**src/tcs_pkg.sv**
```systemverilog
// Purpose: Shared constants and types for the transceiver control/status register bank
// Assumes: 8-bit registers reached over the 4-wire serial command interface
// Notes:   Register addresses are the 5-bit command address field
package tcs_pkg;

  // ----------------------------------------------------------------
  // Register addresses
  // ----------------------------------------------------------------
  localparam logic [4:0] ADDR_OUT_PIN_TX_RATE = 5'h06;  // Output pin source and tx rate divider
  localparam logic [4:0] ADDR_POWER_RES_CFG = 5'h07;    // Power resistor configuration
  localparam logic [4:0] ADDR_DEVICE_STATUS = 5'h10;    // Device status, read clears flags

  // ----------------------------------------------------------------
  // Reset values
  // ----------------------------------------------------------------
  localparam logic [7:0] OUT_PIN_TX_RATE_RESET = 8'h14;  // Pin driven by value 0, divider 20
  localparam logic [7:0] POWER_RES_CFG_RESET = 8'h50;    // Front-end bit 1, select 0, code 16

  // ----------------------------------------------------------------
  // Command types (top three bits of the command byte)
  // ----------------------------------------------------------------
  localparam logic [2:0] CMD_READ_REG = 3'h2;    // Read control/status register(s)
  localparam logic [2:0] CMD_WRITE_REG = 3'h3;   // Write control register(s)
  localparam logic [2:0] CMD_DELETE_IRQ = 3'h5;  // Drop the interrupt request

  // ----------------------------------------------------------------
  // Timing and rate constants
  // ----------------------------------------------------------------
  localparam logic [5:0] TX_DIV_MIN = 6'h0a;     // Smallest usable tx divider
  localparam logic [4:0] BASE_MULT_MAX = 5'h08;  // Multiplier for baud range 0
  localparam logic [2:0] BIT_LAST = 3'h7;        // Last bit index of a serial byte
  localparam int DEBOUNCE_PERIODS = 8195;        // Key debounce length in data clock periods
  localparam int DCLK_DIV_DEFAULT = 16;          // System clocks per base data clock period

  // ----------------------------------------------------------------
  // Types
  // ----------------------------------------------------------------
  typedef enum logic [2:0]
  {
    MODE_OFF = 3'b000,
    MODE_IDLE = 3'b001,
    MODE_TX = 3'b010,
    MODE_RX = 3'b011,
    MODE_FD = 3'b100
  } tcs_op_mode_t;

  typedef enum logic [1:0]
  {
    SER_CMD = 2'b00,
    SER_READ = 2'b01,
    SER_WRITE = 2'b10,
    SER_IGNORE = 2'b11
  } tcs_ser_state_t;

  typedef struct packed {
    logic out_pin_source_sel;     // 1: pin shows active-low receive indicator
    logic out_pin_value;          // Pin level when source select is 0
    logic [5:0] tx_rate_divider;  // Transmit bit-rate divider
  } tcs_pin_rate_t;

  typedef struct packed {
    logic unused;                     // Reads as 0
    logic front_end_cfg_bit;          // Host keeps this at 1
    logic power_resistor_sel;         // 1: programmed code in tx and full duplex
    logic [4:0] power_resistor_code;  // Internal power-set resistor code
  } tcs_power_cfg_t;

  typedef struct packed {
    logic [4:0] zero;           // Unused, read as 0
    logic ram_supply_loss_flag; // RAM supply was too low
    logic wake_flag;            // Woken by rising edge on wake pin
    logic key_state;            // Inverse of debounced key wake pin
  } tcs_status_t;

endpackage

```
**src/tcs_regs.sv**
```systemverilog
// Purpose: Control registers 7/8 and status register of a transceiver, with serial access
// Assumes: Serial interface in clock mode 0, chip select active low, MSB first
// Notes:   All pins pass two flip-flops; one clock, slower rates are enable pulses
`timescale 1ns/1ps

module tcs_regs #(
  parameter int DEBOUNCE_TICKS = tcs_pkg::DEBOUNCE_PERIODS,
  parameter int DCLK_DIV = tcs_pkg::DCLK_DIV_DEFAULT
)(
  // Clock and reset
  input wire logic SYS_CLK,
  input wire logic RST,
  // Serial interface pins
  input wire logic SCK,
  input wire logic CS_N,
  input wire logic SDI,
  output logic SDO,
  output logic SDO_OE_N,
  // Wake pins and supply monitor
  input wire logic KEY_WAKE_PIN,
  input wire logic WAKE_PIN,
  input wire logic SUPPLY_LOW,
  // Operating state from the mode controller
  input wire tcs_pkg::tcs_op_mode_t OP_MODE,
  input wire logic [1:0] BAUD_RANGE,
  input wire logic EXT_LIM,
  // Outputs to pin, transmitter and power amplifier
  output logic GENERAL_OUT_PIN,
  output logic TX_BIT_TICK,
  output logic RES_USE_FIXED,
  output logic [4:0] POWER_SET_RESISTOR,
  output logic FRONT_END_CFG,
  output logic CLK_EN_FORCE,
  output logic IRQ
);

  // ----------------------------------------------------------------
  // Pin synchronisers
  // ----------------------------------------------------------------
  localparam int NPIN = 6;
  logic [NPIN-1:0] pin_in;   // Raw asynchronous pins
  logic [NPIN-1:0] sync1_q;  // First stage, read only by second stage
  logic [NPIN-1:0] sync2_q;  // Safe synchronised levels
  logic sck_prev_q;          // Previous serial clock level
  logic key_prev_q;          // Previous key pin level
  logic wake_prev_q;         // Previous wake pin level
  tcs_pkg::tcs_op_mode_t mode_prev_q;  // Mode one cycle ago

  assign pin_in = {SUPPLY_LOW, WAKE_PIN, KEY_WAKE_PIN, SDI, CS_N, SCK};

  // Two-flop synchronisers and edge history
  always_ff @(posedge SYS_CLK)
  begin
    sync1_q <= pin_in;
    sync2_q <= sync1_q;
    sck_prev_q <= sync2_q[0];
    key_prev_q <= sync2_q[3];
    wake_prev_q <= sync2_q[4];
    mode_prev_q <= RST ? tcs_pkg::MODE_OFF : OP_MODE;
  end

  wire sck_s = sync2_q[0];
  wire cs_act = ~sync2_q[1];
  wire sdi_s = sync2_q[2];
  wire key_s = sync2_q[3];
  wire wake_s = sync2_q[4];
  wire supply_low_s = sync2_q[5];
  wire sck_rise = sck_s & ~sck_prev_q;
  wire sck_fall = ~sck_s & sck_prev_q;

  // ----------------------------------------------------------------
  // Register storage
  // ----------------------------------------------------------------
  tcs_pkg::tcs_pin_rate_t pin_rate_q;    // Output pin and tx rate register
  tcs_pkg::tcs_power_cfg_t power_cfg_q;  // Power resistor register
  tcs_pkg::tcs_status_t status;          // Assembled status byte
  logic key_state_q;                     // Debounced key status
  logic wake_flag_q;                     // Wake-pin flag
  logic ram_flag_q;                      // RAM supply loss flag
  logic irq_q;                           // Interrupt request

  assign status = '{zero: 5'h00, ram_supply_loss_flag: ram_flag_q, wake_flag: wake_flag_q,
                    key_state: key_state_q};

  // ----------------------------------------------------------------
  // Serial command engine
  // ----------------------------------------------------------------
  tcs_pkg::tcs_ser_state_t ser_state_q;  // Command or data phase
  logic [2:0] bit_cnt_q;                 // Bit index within current byte
  logic [6:0] shift_in_q;                // Received bits so far
  logic [7:0] shift_out_q;               // Bits on their way out
  logic [4:0] addr_q;                    // Current register address

  wire byte_done = cs_act & sck_rise & (bit_cnt_q == tcs_pkg::BIT_LAST);
  wire [7:0] rx_byte = {shift_in_q, sdi_s};
  wire in_cmd = ser_state_q == tcs_pkg::SER_CMD;
  wire cmd_read = in_cmd & (rx_byte[7:5] == tcs_pkg::CMD_READ_REG);
  wire cmd_write = in_cmd & (rx_byte[7:5] == tcs_pkg::CMD_WRITE_REG);
  wire cmd_del_irq = byte_done & in_cmd & (rx_byte[7:5] == tcs_pkg::CMD_DELETE_IRQ);
  wire load_rd = byte_done & (cmd_read | (ser_state_q == tcs_pkg::SER_READ));
  wire [4:0] ld_addr = in_cmd ? rx_byte[4:0] : 5'(addr_q + 5'h01);
  wire wr_en = byte_done & (ser_state_q == tcs_pkg::SER_WRITE);
  wire status_rd = load_rd & (ld_addr == tcs_pkg::ADDR_DEVICE_STATUS);
  wire [7:0] rd_val = (ld_addr == tcs_pkg::ADDR_OUT_PIN_TX_RATE) ? pin_rate_q :
                      (ld_addr == tcs_pkg::ADDR_POWER_RES_CFG) ? {1'b0, power_cfg_q[6:0]} :
                      (ld_addr == tcs_pkg::ADDR_DEVICE_STATUS) ? status : 8'h00;

  // Byte framing, command decode and address stepping
  always_ff @(posedge SYS_CLK)
  begin
    if (RST || !cs_act)
    begin
      ser_state_q <= tcs_pkg::SER_CMD;
      bit_cnt_q <= 3'h0;
      shift_in_q <= 7'h00;
      shift_out_q <= 8'h00;
      addr_q <= 5'h00;
    end
    else
    begin
      if (sck_rise)
      begin
        // Sample input, MSB first
        shift_in_q <= rx_byte[6:0];
        bit_cnt_q <= 3'(bit_cnt_q + 3'h1);
      end
      if (byte_done)
      begin
        // Next phase after a completed byte
        if (in_cmd)
          ser_state_q <= cmd_read ? tcs_pkg::SER_READ :
                         cmd_write ? tcs_pkg::SER_WRITE : tcs_pkg::SER_IGNORE;
        addr_q <= in_cmd ? rx_byte[4:0] : 5'(addr_q + 5'h01);
      end
      if (load_rd)
        shift_out_q <= rd_val;
      else if (sck_fall && bit_cnt_q != 3'h0)
        shift_out_q <= {shift_out_q[6:0], 1'b0};  // Hold MSB until first data edge
    end
  end

  // Data output pin is driven only while selected
  always_ff @(posedge SYS_CLK)
  begin
    SDO <= RST ? 1'b0 : shift_out_q[7];
    SDO_OE_N <= RST ? 1'b1 : ~cs_act;
  end

  // ----------------------------------------------------------------
  // Control register writes
  // ----------------------------------------------------------------
  // Front-end bit is stored as written; the host keeps it at 1
  always_ff @(posedge SYS_CLK)
  begin
    if (RST)
    begin
      pin_rate_q <= tcs_pkg::OUT_PIN_TX_RATE_RESET;
      power_cfg_q <= tcs_pkg::POWER_RES_CFG_RESET;
    end
    else if (wr_en)
    begin
      if (addr_q == tcs_pkg::ADDR_OUT_PIN_TX_RATE)
        pin_rate_q <= rx_byte;
      if (addr_q == tcs_pkg::ADDR_POWER_RES_CFG)
        power_cfg_q <= {1'b0, rx_byte[6:0]};
    end
  end

  // ----------------------------------------------------------------
  // Data clock enables
  // ----------------------------------------------------------------
  logic [15:0] dclk_cnt_q;  // Base data clock divider
  logic [4:0] mult_cnt_q;   // Range multiplier counter
  wire dclk_tick = dclk_cnt_q == 16'(DCLK_DIV - 1);
  wire [4:0] mult = 5'(tcs_pkg::BASE_MULT_MAX >> BAUD_RANGE) << EXT_LIM;
  wire xdclk_tick = dclk_tick & (mult_cnt_q == 5'(mult - 5'h01));

  // Base divider and multiplier chain
  always_ff @(posedge SYS_CLK)
  begin
    if (RST)
    begin
      dclk_cnt_q <= 16'h0000;
      mult_cnt_q <= 5'h00;
    end
    else
    begin
      dclk_cnt_q <= dclk_tick ? 16'h0000 : 16'(dclk_cnt_q + 16'h0001);
      if (dclk_tick)
        mult_cnt_q <= xdclk_tick ? 5'h00 : 5'(mult_cnt_q + 5'h01);
    end
  end

  // ----------------------------------------------------------------
  // Transmit bit-rate timer
  // ----------------------------------------------------------------
  logic [6:0] tx_cnt_q;  // Data clock periods within one tx bit
  wire [5:0] div_eff = (pin_rate_q.tx_rate_divider < tcs_pkg::TX_DIV_MIN) ?
                       tcs_pkg::TX_DIV_MIN : pin_rate_q.tx_rate_divider;
  wire [6:0] tx_last = {div_eff, 1'b1};  // (divider+1)*2 - 1
  wire tx_mode = OP_MODE == tcs_pkg::MODE_TX;

  // Counts only in transmit mode
  always_ff @(posedge SYS_CLK)
  begin
    if (RST || !tx_mode)
    begin
      tx_cnt_q <= 7'h00;
      TX_BIT_TICK <= 1'b0;
    end
    else
    begin
      TX_BIT_TICK <= xdclk_tick & (tx_cnt_q == tx_last);  // No short bit after a divider change
      if (xdclk_tick)
        tx_cnt_q <= (tx_cnt_q >= tx_last) ? 7'h00 : 7'(tx_cnt_q + 7'h01);
    end
  end

  // ----------------------------------------------------------------
  // Key input debounce
  // ----------------------------------------------------------------
  logic deb_run_q;          // Debounce counter running
  logic [15:0] deb_cnt_q;   // Data clock periods since last edge
  wire active = OP_MODE != tcs_pkg::MODE_OFF;
  wire key_edge = active & (key_s ^ key_prev_q);
  wire deb_done = deb_run_q & xdclk_tick & ~key_edge & (deb_cnt_q == 16'(DEBOUNCE_TICKS - 1));

  // Each edge outside off mode restarts the count
  always_ff @(posedge SYS_CLK)
  begin
    if (RST)
    begin
      deb_run_q <= 1'b0;
      deb_cnt_q <= 16'h0000;
      key_state_q <= 1'b0;
    end
    else if (key_edge)
    begin
      deb_run_q <= 1'b1;
      deb_cnt_q <= 16'h0000;
    end
    else if (deb_run_q && xdclk_tick)
    begin
      deb_cnt_q <= 16'(deb_cnt_q + 16'h0001);
      if (deb_done)
      begin
        deb_run_q <= 1'b0;
        key_state_q <= ~key_s;
      end
    end
  end

  // ----------------------------------------------------------------
  // Status flags and interrupt; a set always beats a read clear
  // ----------------------------------------------------------------
  wire wake_rise = wake_s & ~wake_prev_q;
  wire wake_set = wake_rise & ~wake_flag_q;
  wire off_to_idle = (mode_prev_q == tcs_pkg::MODE_OFF) && (OP_MODE == tcs_pkg::MODE_IDLE);
  wire ram_set = supply_low_s | off_to_idle;
  wire irq_set = wake_set | deb_done;

  // Sticky flags
  always_ff @(posedge SYS_CLK)
  begin
    if (RST)
    begin
      wake_flag_q <= 1'b0;
      ram_flag_q <= 1'b0;
      irq_q <= 1'b0;
    end
    else
    begin
      if (wake_rise)
        wake_flag_q <= 1'b1;
      else if (status_rd)
        wake_flag_q <= 1'b0;
      if (ram_set)
        ram_flag_q <= 1'b1;
      else if (status_rd)
        ram_flag_q <= 1'b0;
      if (irq_set)
        irq_q <= 1'b1;
      else if (status_rd || cmd_del_irq)
        irq_q <= 1'b0;
    end
  end

  // ----------------------------------------------------------------
  // Registered outputs
  // ----------------------------------------------------------------
  always_ff @(posedge SYS_CLK)
  begin
    if (RST)
    begin
      GENERAL_OUT_PIN <= 1'b0;
      RES_USE_FIXED <= 1'b0;
      POWER_SET_RESISTOR <= tcs_pkg::POWER_RES_CFG_RESET[4:0];
      FRONT_END_CFG <= tcs_pkg::POWER_RES_CFG_RESET[6];
      CLK_EN_FORCE <= 1'b0;
      IRQ <= 1'b0;
    end
    else
    begin
      GENERAL_OUT_PIN <= pin_rate_q.out_pin_source_sel ? (OP_MODE != tcs_pkg::MODE_RX)
                                                       : pin_rate_q.out_pin_value;
      RES_USE_FIXED <= tx_mode & ~power_cfg_q.power_resistor_sel;
      POWER_SET_RESISTOR <= power_cfg_q.power_resistor_code;
      FRONT_END_CFG <= power_cfg_q.front_end_cfg_bit;
      CLK_EN_FORCE <= wake_flag_q | deb_run_q;
      IRQ <= irq_q;
    end
  end

  // ----------------------------------------------------------------
  // Assertions
  // ----------------------------------------------------------------
  AST_PIN_VALUE: assert property (@(posedge SYS_CLK) disable iff (RST)
    !pin_rate_q.out_pin_source_sel |=> GENERAL_OUT_PIN == $past(pin_rate_q.out_pin_value))
    else $error("Output pin does not follow value bit");
  AST_PIN_RX_IND: assert property (@(posedge SYS_CLK) disable iff (RST)
    pin_rate_q.out_pin_source_sel && OP_MODE == tcs_pkg::MODE_RX |=> !GENERAL_OUT_PIN)
    else $error("Receive indicator not low in receive mode");
  AST_TX_PERIOD: assert property (@(posedge SYS_CLK) disable iff (RST)
    TX_BIT_TICK |-> $past(tx_cnt_q) == $past(tx_last) && $past(xdclk_tick))
    else $error("Tx bit tick at wrong count");
  AST_TX_ONLY: assert property (@(posedge SYS_CLK) disable iff (RST)
    TX_BIT_TICK |-> $past(OP_MODE) == tcs_pkg::MODE_TX)
    else $error("Tx bit tick outside transmit mode");
  AST_RES_FIXED: assert property (@(posedge SYS_CLK) disable iff (RST)
    (OP_MODE == tcs_pkg::MODE_FD) |=> !RES_USE_FIXED)
    else $error("Fixed resistor used in full duplex");
  AST_STATUS_CLEAR: assert property (@(posedge SYS_CLK) disable iff (RST)
    status_rd && !wake_rise && !irq_set && !ram_set |=> !wake_flag_q && !ram_flag_q && !irq_q &&
    key_state_q == $past(key_state_q))
    else $error("Status read did not clear flags");
  AST_CLK_HOLD: assert property (@(posedge SYS_CLK) disable iff (RST)
    wake_flag_q |=> CLK_EN_FORCE)
    else $error("Clock enable not held with wake flag");
  AST_KEY_IRQ: assert property (@(posedge SYS_CLK) disable iff (RST)
    deb_done |=> irq_q ##1 IRQ)
    else $error("Key event raised no interrupt");
  AST_KEY_INV: assert property (@(posedge SYS_CLK) disable iff (RST)
    deb_done |=> key_state_q != $past(key_s))
    else $error("Key status not inverse of pin");
  AST_OFF_IDLE: assert property (@(posedge SYS_CLK) disable iff (RST)
    off_to_idle |=> ram_flag_q)
    else $error("Supply flag not set after power up");
  AST_BIT7_ZERO: assert property (@(posedge SYS_CLK) disable iff (RST)
    !power_cfg_q.unused)
    else $error("Register 8 bit 7 stored a one");

endmodule // tcs_regs
```
**config.mk**
```make
export PLATFORM = sky130hd
export DESIGN_NAME = tcs_regs
export DESIGN_NICKNAME = d
export VERILOG_FILES = /design/src/tcs_pkg.sv /design/src/tcs_regs.sv
export SDC_FILE = /design/constraint.sdc
export NUM_CORES = 1
export LEC_CHECK = 0
export BUFFER_PORTS_ARGS = -buffer_cell sky130_fd_sc_hd__buf_2
export CAP_MARGIN = 20
export CORE_MARGIN = 4
export CORE_UTILIZATION = 55
export DETAILED_ROUTE_END_ITERATION = 10
export HOLD_SLACK_MARGIN = 0.08
export PLACE_DENSITY = 0.76
export RECOVER_POWER = 25
export SETUP_SLACK_MARGIN = 0.05
export SLEW_MARGIN = 20
export SYNTH_ARGS = -nofsm -noshare
export SYNTH_HDL_FRONTEND = slang
export SYNTH_SLANG_ARGS = --single-unit
```
**constraint.sdc**
```tcl
create_clock -name SYS_CLK -period 5.7 [get_ports SYS_CLK]
set_input_delay 1.71 -clock SYS_CLK [delete_from_list [all_inputs] [get_ports SYS_CLK]]
set_output_delay 1.71 -clock SYS_CLK [all_outputs]
set_load 0.005 [all_outputs]
```
---- After elaboration in Yosys (flattened, before gate mapping) ----
Cells that the tools add are included.
word-level totals
  bits in registers ....................... 120
  input bits .............................. 14
  output and inout port bits .............. 13
  word-level logic and storage cells ...... 141
cells by class
  add/sub/neg operators ................... 7
  order comparisons ....................... 2
  equal/unequal tests ..................... 18
  shifts and indexed selects .............. 2
  multiplexer cells ....................... 20
  bitwise operators ....................... 33
  reductions and logical operators ........ 24
operators with widths
  kind                                                         count
  adder 16 x 1 -> 16 bit (second input constant)               2
  two-way mux 8 bit                                            3
  AND 1 bit                                                    20
  equality test 5 x 3 -> 1 bit (second input constant)         4
  equality test 16 x 14 -> 1 bit (second input constant)       1
  equality test 16 x 4 -> 1 bit (second input constant)        1
  two-way mux 7 bit                                            2
  nonzero test 2 bit                                           6
  adder 5 x 1 -> 5 bit (second input constant)                 2
  two-way mux 1 bit                                            10
  two-way mux 5 bit                                            2
  equality test 3 x 2 -> 1 bit (second input constant)         3
  inverter 1 bit                                               8
  AND reduction 2 bit                                          4
  adder 7 x 1 -> 7 bit (second input constant)                 1
  equality test 7 bit                                          1
  >= comparator 7 bit                                          1
  equality test 3 bit (second input constant)                  2
  less-than comparator 6 x 4 -> 1 bit (second input constant)  1
  two-way mux 6 bit                                            1
  nonzero test 3 bit                                           2
  equality test 5 bit                                          1
  equality test 5 bit (second input constant)                  1
  left shift 5 x 1 -> 5 bit                                    1
  other kinds (18)                                             26

---- Longest topological paths before layout ----
  depth in word-level cells ............... 11
  gate-level depth with buffers ........... 9
  gate-level depth less buffers ........... 9

---- Worst setup path before layout ----
Ideal clock, no wire load.
  path type ............................... input -> register
  start ................................... input port EXT_LIM
  end ..................................... register tx_cnt_q[3]
  setup time .............................. 130 ps
  data arrival time ....................... 3037 ps
  required time ........................... 5570 ps
  slack ................................... 2533 ps
  stages on the path ...................... 7
  path buffers ............................ 2
  cells stage by stage .................... or4b_1 > o22ai_2 > nor2_2 > buf_6 > buf_4 > o31ai_1 > a21oi_1
between the ends
  cells in the longest elaborated chain, start to end .. 4
ends and longest elaborated chain
  element                    line             RTL
  start: declaration         tcs_regs.sv:26   input wire logic EXT_LIM,
  left shift 5 x 1 -> 5 bit  tcs_regs.sv:175  wire [4:0] mult = 5'(tcs_pkg::BASE_MULT_MAX >> BAUD_RANGE) << EXT_LIM;
  subtractor 5 x 1 -> 5 bit  tcs_regs.sv:176  wire xdclk_tick = dclk_tick & (mult_cnt_q == 5'(mult - 5'h01));
  equality test 5 bit        tcs_regs.sv:176
  AND 1 bit                  tcs_regs.sv:176
  end signal: assignment     tcs_regs.sv:215  tx_cnt_q <= (tx_cnt_q >= tx_last) ? 7'h00 : 7'(tx_cnt_q + 7'h01);
  end: declaration           tcs_regs.sv:197  logic [6:0] tx_cnt_q;
Every way passes these cells.
A chain may end at the register's enable or synchronous reset.

---- Final worst setup path ----
  start ................................... input port RST
  end ..................................... register deb_cnt_q[6]
between the ends
  cells in the longest elaborated chain, start to end .. 1
ends and longest elaborated chain
  element                       line             RTL
  start: declaration            tcs_regs.sv:12   input wire logic RST,
  OR reduction 2 bit (no line)  --
  end signal: assignment        tcs_regs.sv:244  deb_cnt_q <= 16'(deb_cnt_q + 16'h0001);
  end: declaration              tcs_regs.sv:223  logic [15:0] deb_cnt_q;
Every way passes these cells.

==> results.txt <==
setup bufs post-CTS: 0
most frequent cell on the critical path: clkbuf_1
Slew headroom: -40.8%
routability cong.: 0.881
hold endpoint: sync2_q[3]$_DFF_P_
worst setup path class: primary input to flop
Reg area: 2400 um2
Total GRT Usage: 22.5%
Worst VDD drop: 188 uV
Layout area overhead: 13.9%
Crit. End Element: flop
remaining antenna violation count: 0
sequential power share: 42.3%
initial antenna violation count: 0
min Tclk post-route: 3.90 ns
Synth cell types: 61
Post-synth EDFFs: 0
Critical path buffers and inverters: 2
worst path arrival time: 4.31 ns
die area: 11,700 um2
Finished Core Util: 64.2%
CP max-delay cell: clkbuf_1
area leader, netlist: dfxtp_1
die outline width: 108 um
synthesized area: 5510 um2
Starting Density: 56.4%
H-tree levels: 4
RSZ-0062 raised after global routing: no
FFs w/ async S/R, synth: 0%
sequential cell area fraction in the yosys report: 43.6%
clk root buf: clkbuf_8
number of CTS-inserted buffers: 17
multi-input logic area: 2890 um2
FF-to-FF End: key_state_q$_SDFFE_PP0P_
Clock Path Buffers: 2
largest net degree at the start of global routing: 51
Worst Reg-to-Reg Cells: 6
Clock Skew: 0.00747 ns
setup TNS: 0 ns
Mean Syn Cell Area: 9.11 um2
CTS tree: yes
CP required: 6.11 ns
CP delay by family, top: buffers and inverters
most numerous cell in the Yosys netlist: dfxtp_1
ys flop type: dfxtp_1
Reg2Reg Setup Slack: 2.90 ns
core footprint: 9770 um2
syn_nets: 635
CTS resizes: 0
Static Leak: 2.34 nW
Site Rows: 36
Hold Path Stages: 0
Pint: 1.61 mW
Initial DRC Count: 275
antenna cells: 0
drt via density: 5.98
drt wl/cell: 15.8 um
top cell type's share of synthesized area: 43.6%
die height: 108 um
Pwr Density: 325 nW/um2
leading post-synthesis cells by cell area: dfxtp_1, nand2_1, nor2_1
worst stage delay on the critical path: 1.52 ns
cts hold-fix bufs: 0
Ys Warns: 0
max frequency: 0.257 GHz
Comb power frac: 3.0%
setup violators final: 0
Clock transition at path regs: 0.06 ns
Hold Vio Cnt, Final: 0
vias post-DR: 4,594
first-pass GRT wire length: 20.8 mm
Detailed Place HPWL: 8.26 mm
Max-Cap Viols: 1
critical path startpoint category: primary input
worst hold path type: flop to flop
crit-path cells: clkbuf_1 -> clkbuf_1 -> nand2b_1 -> a311oi_1 -> a31o_2
layout cell share with drive strength beyond 1: 13.2%
Total Wirelength: 12.2 mm
crit share post-route: 68.4%
CTS sink cnt: 120
worst-path maximum fanout: 50
Reg2Reg Launch Point: dclk_cnt_q[0]$_SDFF_PP0_
Switching Share: 21.2%
total gr overflow: 0
number of fill cells in the layout: 820
Synth Register Bits: 120
Ports: 27
Net Switching: 0.431 mW
Clk pwr share: 54.6%
Clock Latency Late Sink: 0.52 ns
measured slew at the worst slew-check pin: 2.11 ns
outcome: complete, but fails checks
top cells by count, synth: dfxtp_1, nand2_1, nor2_1, a21oi_1, nand4_1
vias in the first global route: 4,447
failing checks: max-capacitance violations, max-slew violations
synthesized instance count: 605
port bufs: 26
Worst Hold Launch: sync1_q[3]$_DFF_P_
Final Max Slew Viols: 51
DRC Markers: 0
drt pass-1 iters: 5
Total Nets Final: 652
kinds of logic (layout without fill, tap and decap cells):
group,count (synthesis),after routing,synth area share (%)
compound gates,126,126,16.4
flops,120,120,43.6
simple gates,252,252,24.5
mux,25,25,4.70
fa+ha+maj,16,16,3.63
xor+xnor,19,19,3.02
buf+inv,47,77,4.13
power by group through the flow:
stage / Clock [mW] / Combinational [mW] / Sequential (mW)
3_5_place_dp: 0 / 0.0613 / 0.880
4_1_cts: 1.13 / 0.0618 / 0.862
3_3_place_gp: 0 / 0.0590 / 0.880
2_1_floorplan: 0 / 0.0472 / 0.876
6_report: 1.11 / 0.0620 / 0.862
5_1_grt: 1.17 / 0.0704 / 0.864
flip-flops by register name, summed over array words and instances, names as in the netlist, 2 cells and up:
name and flops:
sync2_q 6, shift_out_q 8, deb_cnt_q 16, shift_in_q 7, addr_q 5, pin_rate_q 8, dclk_cnt_q 16, mult_cnt_q 5
tx_cnt_q 7, ser_state_q 2, power_cfg_q 7, mode_prev_q 3, POWER_SET_RESISTOR 5, sync1_q 6, bit_cnt_q 3
area by class of cell:
| type | count | share of cell area, % |
|---|---|---|
| clock buffers | 21 | 7.16 |
| inverters | 18 | 1.08 |
| repair buffers | 27 | 2.11 |
| multi-input cells | 438 | 46.0 |
| flip-flops and latches | 120 | 38.3 |
| clock inverters | 11 | 2.71 |
| well taps | 133 | 2.65 |
per-layer routing:
metal | GRT usage [%] | vias up | part of all wire, %
met2 | 36.8 | 130 | 48
met5 | 0 | - | 0
met1 | 27.5 | 2176 | 44
met4 | 10.2 | 0 | 2.5
li1 | - | 2263 | -
met3 | 6.27 | 25 | 5.2
stage by stage:
stage          setup WS [ns]  cells  power [mW]  instance area, um2  hold WS [ns]
6_report                1.80    768        2.04                6280         0.325
5_1_grt                 1.51    768        2.11                6280         0.329
4_1_cts                 2.24    768        2.05                6270         0.327
3_5_place_dp            1.71    736       0.942                5650         0.313
3_3_place_gp            1.89    736       0.939                5650         0.312
2_1_floorplan           2.53    605       0.923                5510         0.310
layout by cell type, fill, tap and decap left out, drive strengths merged, types with 8 or more instances in the layout:
master  instances
a311oi          8
xnor2          11
a21oi          39
or3            15
mux2i          18
nor4           11
o21ai          15
and3            9
nand3          13
a211oi          8
o31ai           8
buf            25
clkbuf         23
nand2b          8
ha             16
nand2          55
dfxtp         120
xor2            8
nor2           56
nand4          23
inv            19
nor3           16
nor2b           9
worst max path at each step:
| stage | startpoint | to | slack, ns | depth (start not counted) |
|---|---|---|---|---|
| floorplan | EXT_LIM | tx_cnt_q[3]$_SDFFE_PP0N_ | 2.53 | 7 |
| global placement | BAUD_RANGE[1] | key_state_q$_SDFFE_PP0P_ | 1.89 | 6 |
| detailed placement | EXT_LIM | deb_cnt_q[1]$_SDFFE_PP0P_ | 1.71 | 6 |
| CTS | EXT_LIM | deb_cnt_q[1]$_SDFFE_PP0P_ | 2.24 | 6 |
| global route | RST | deb_cnt_q[4]$_SDFFE_PP0P_ | 1.51 | 5 |
| finish | RST | deb_cnt_q[6]$_SDFFE_PP0P_ | 1.80 | 5 |
No activity file was read; power rests on OpenSTA's default activity.
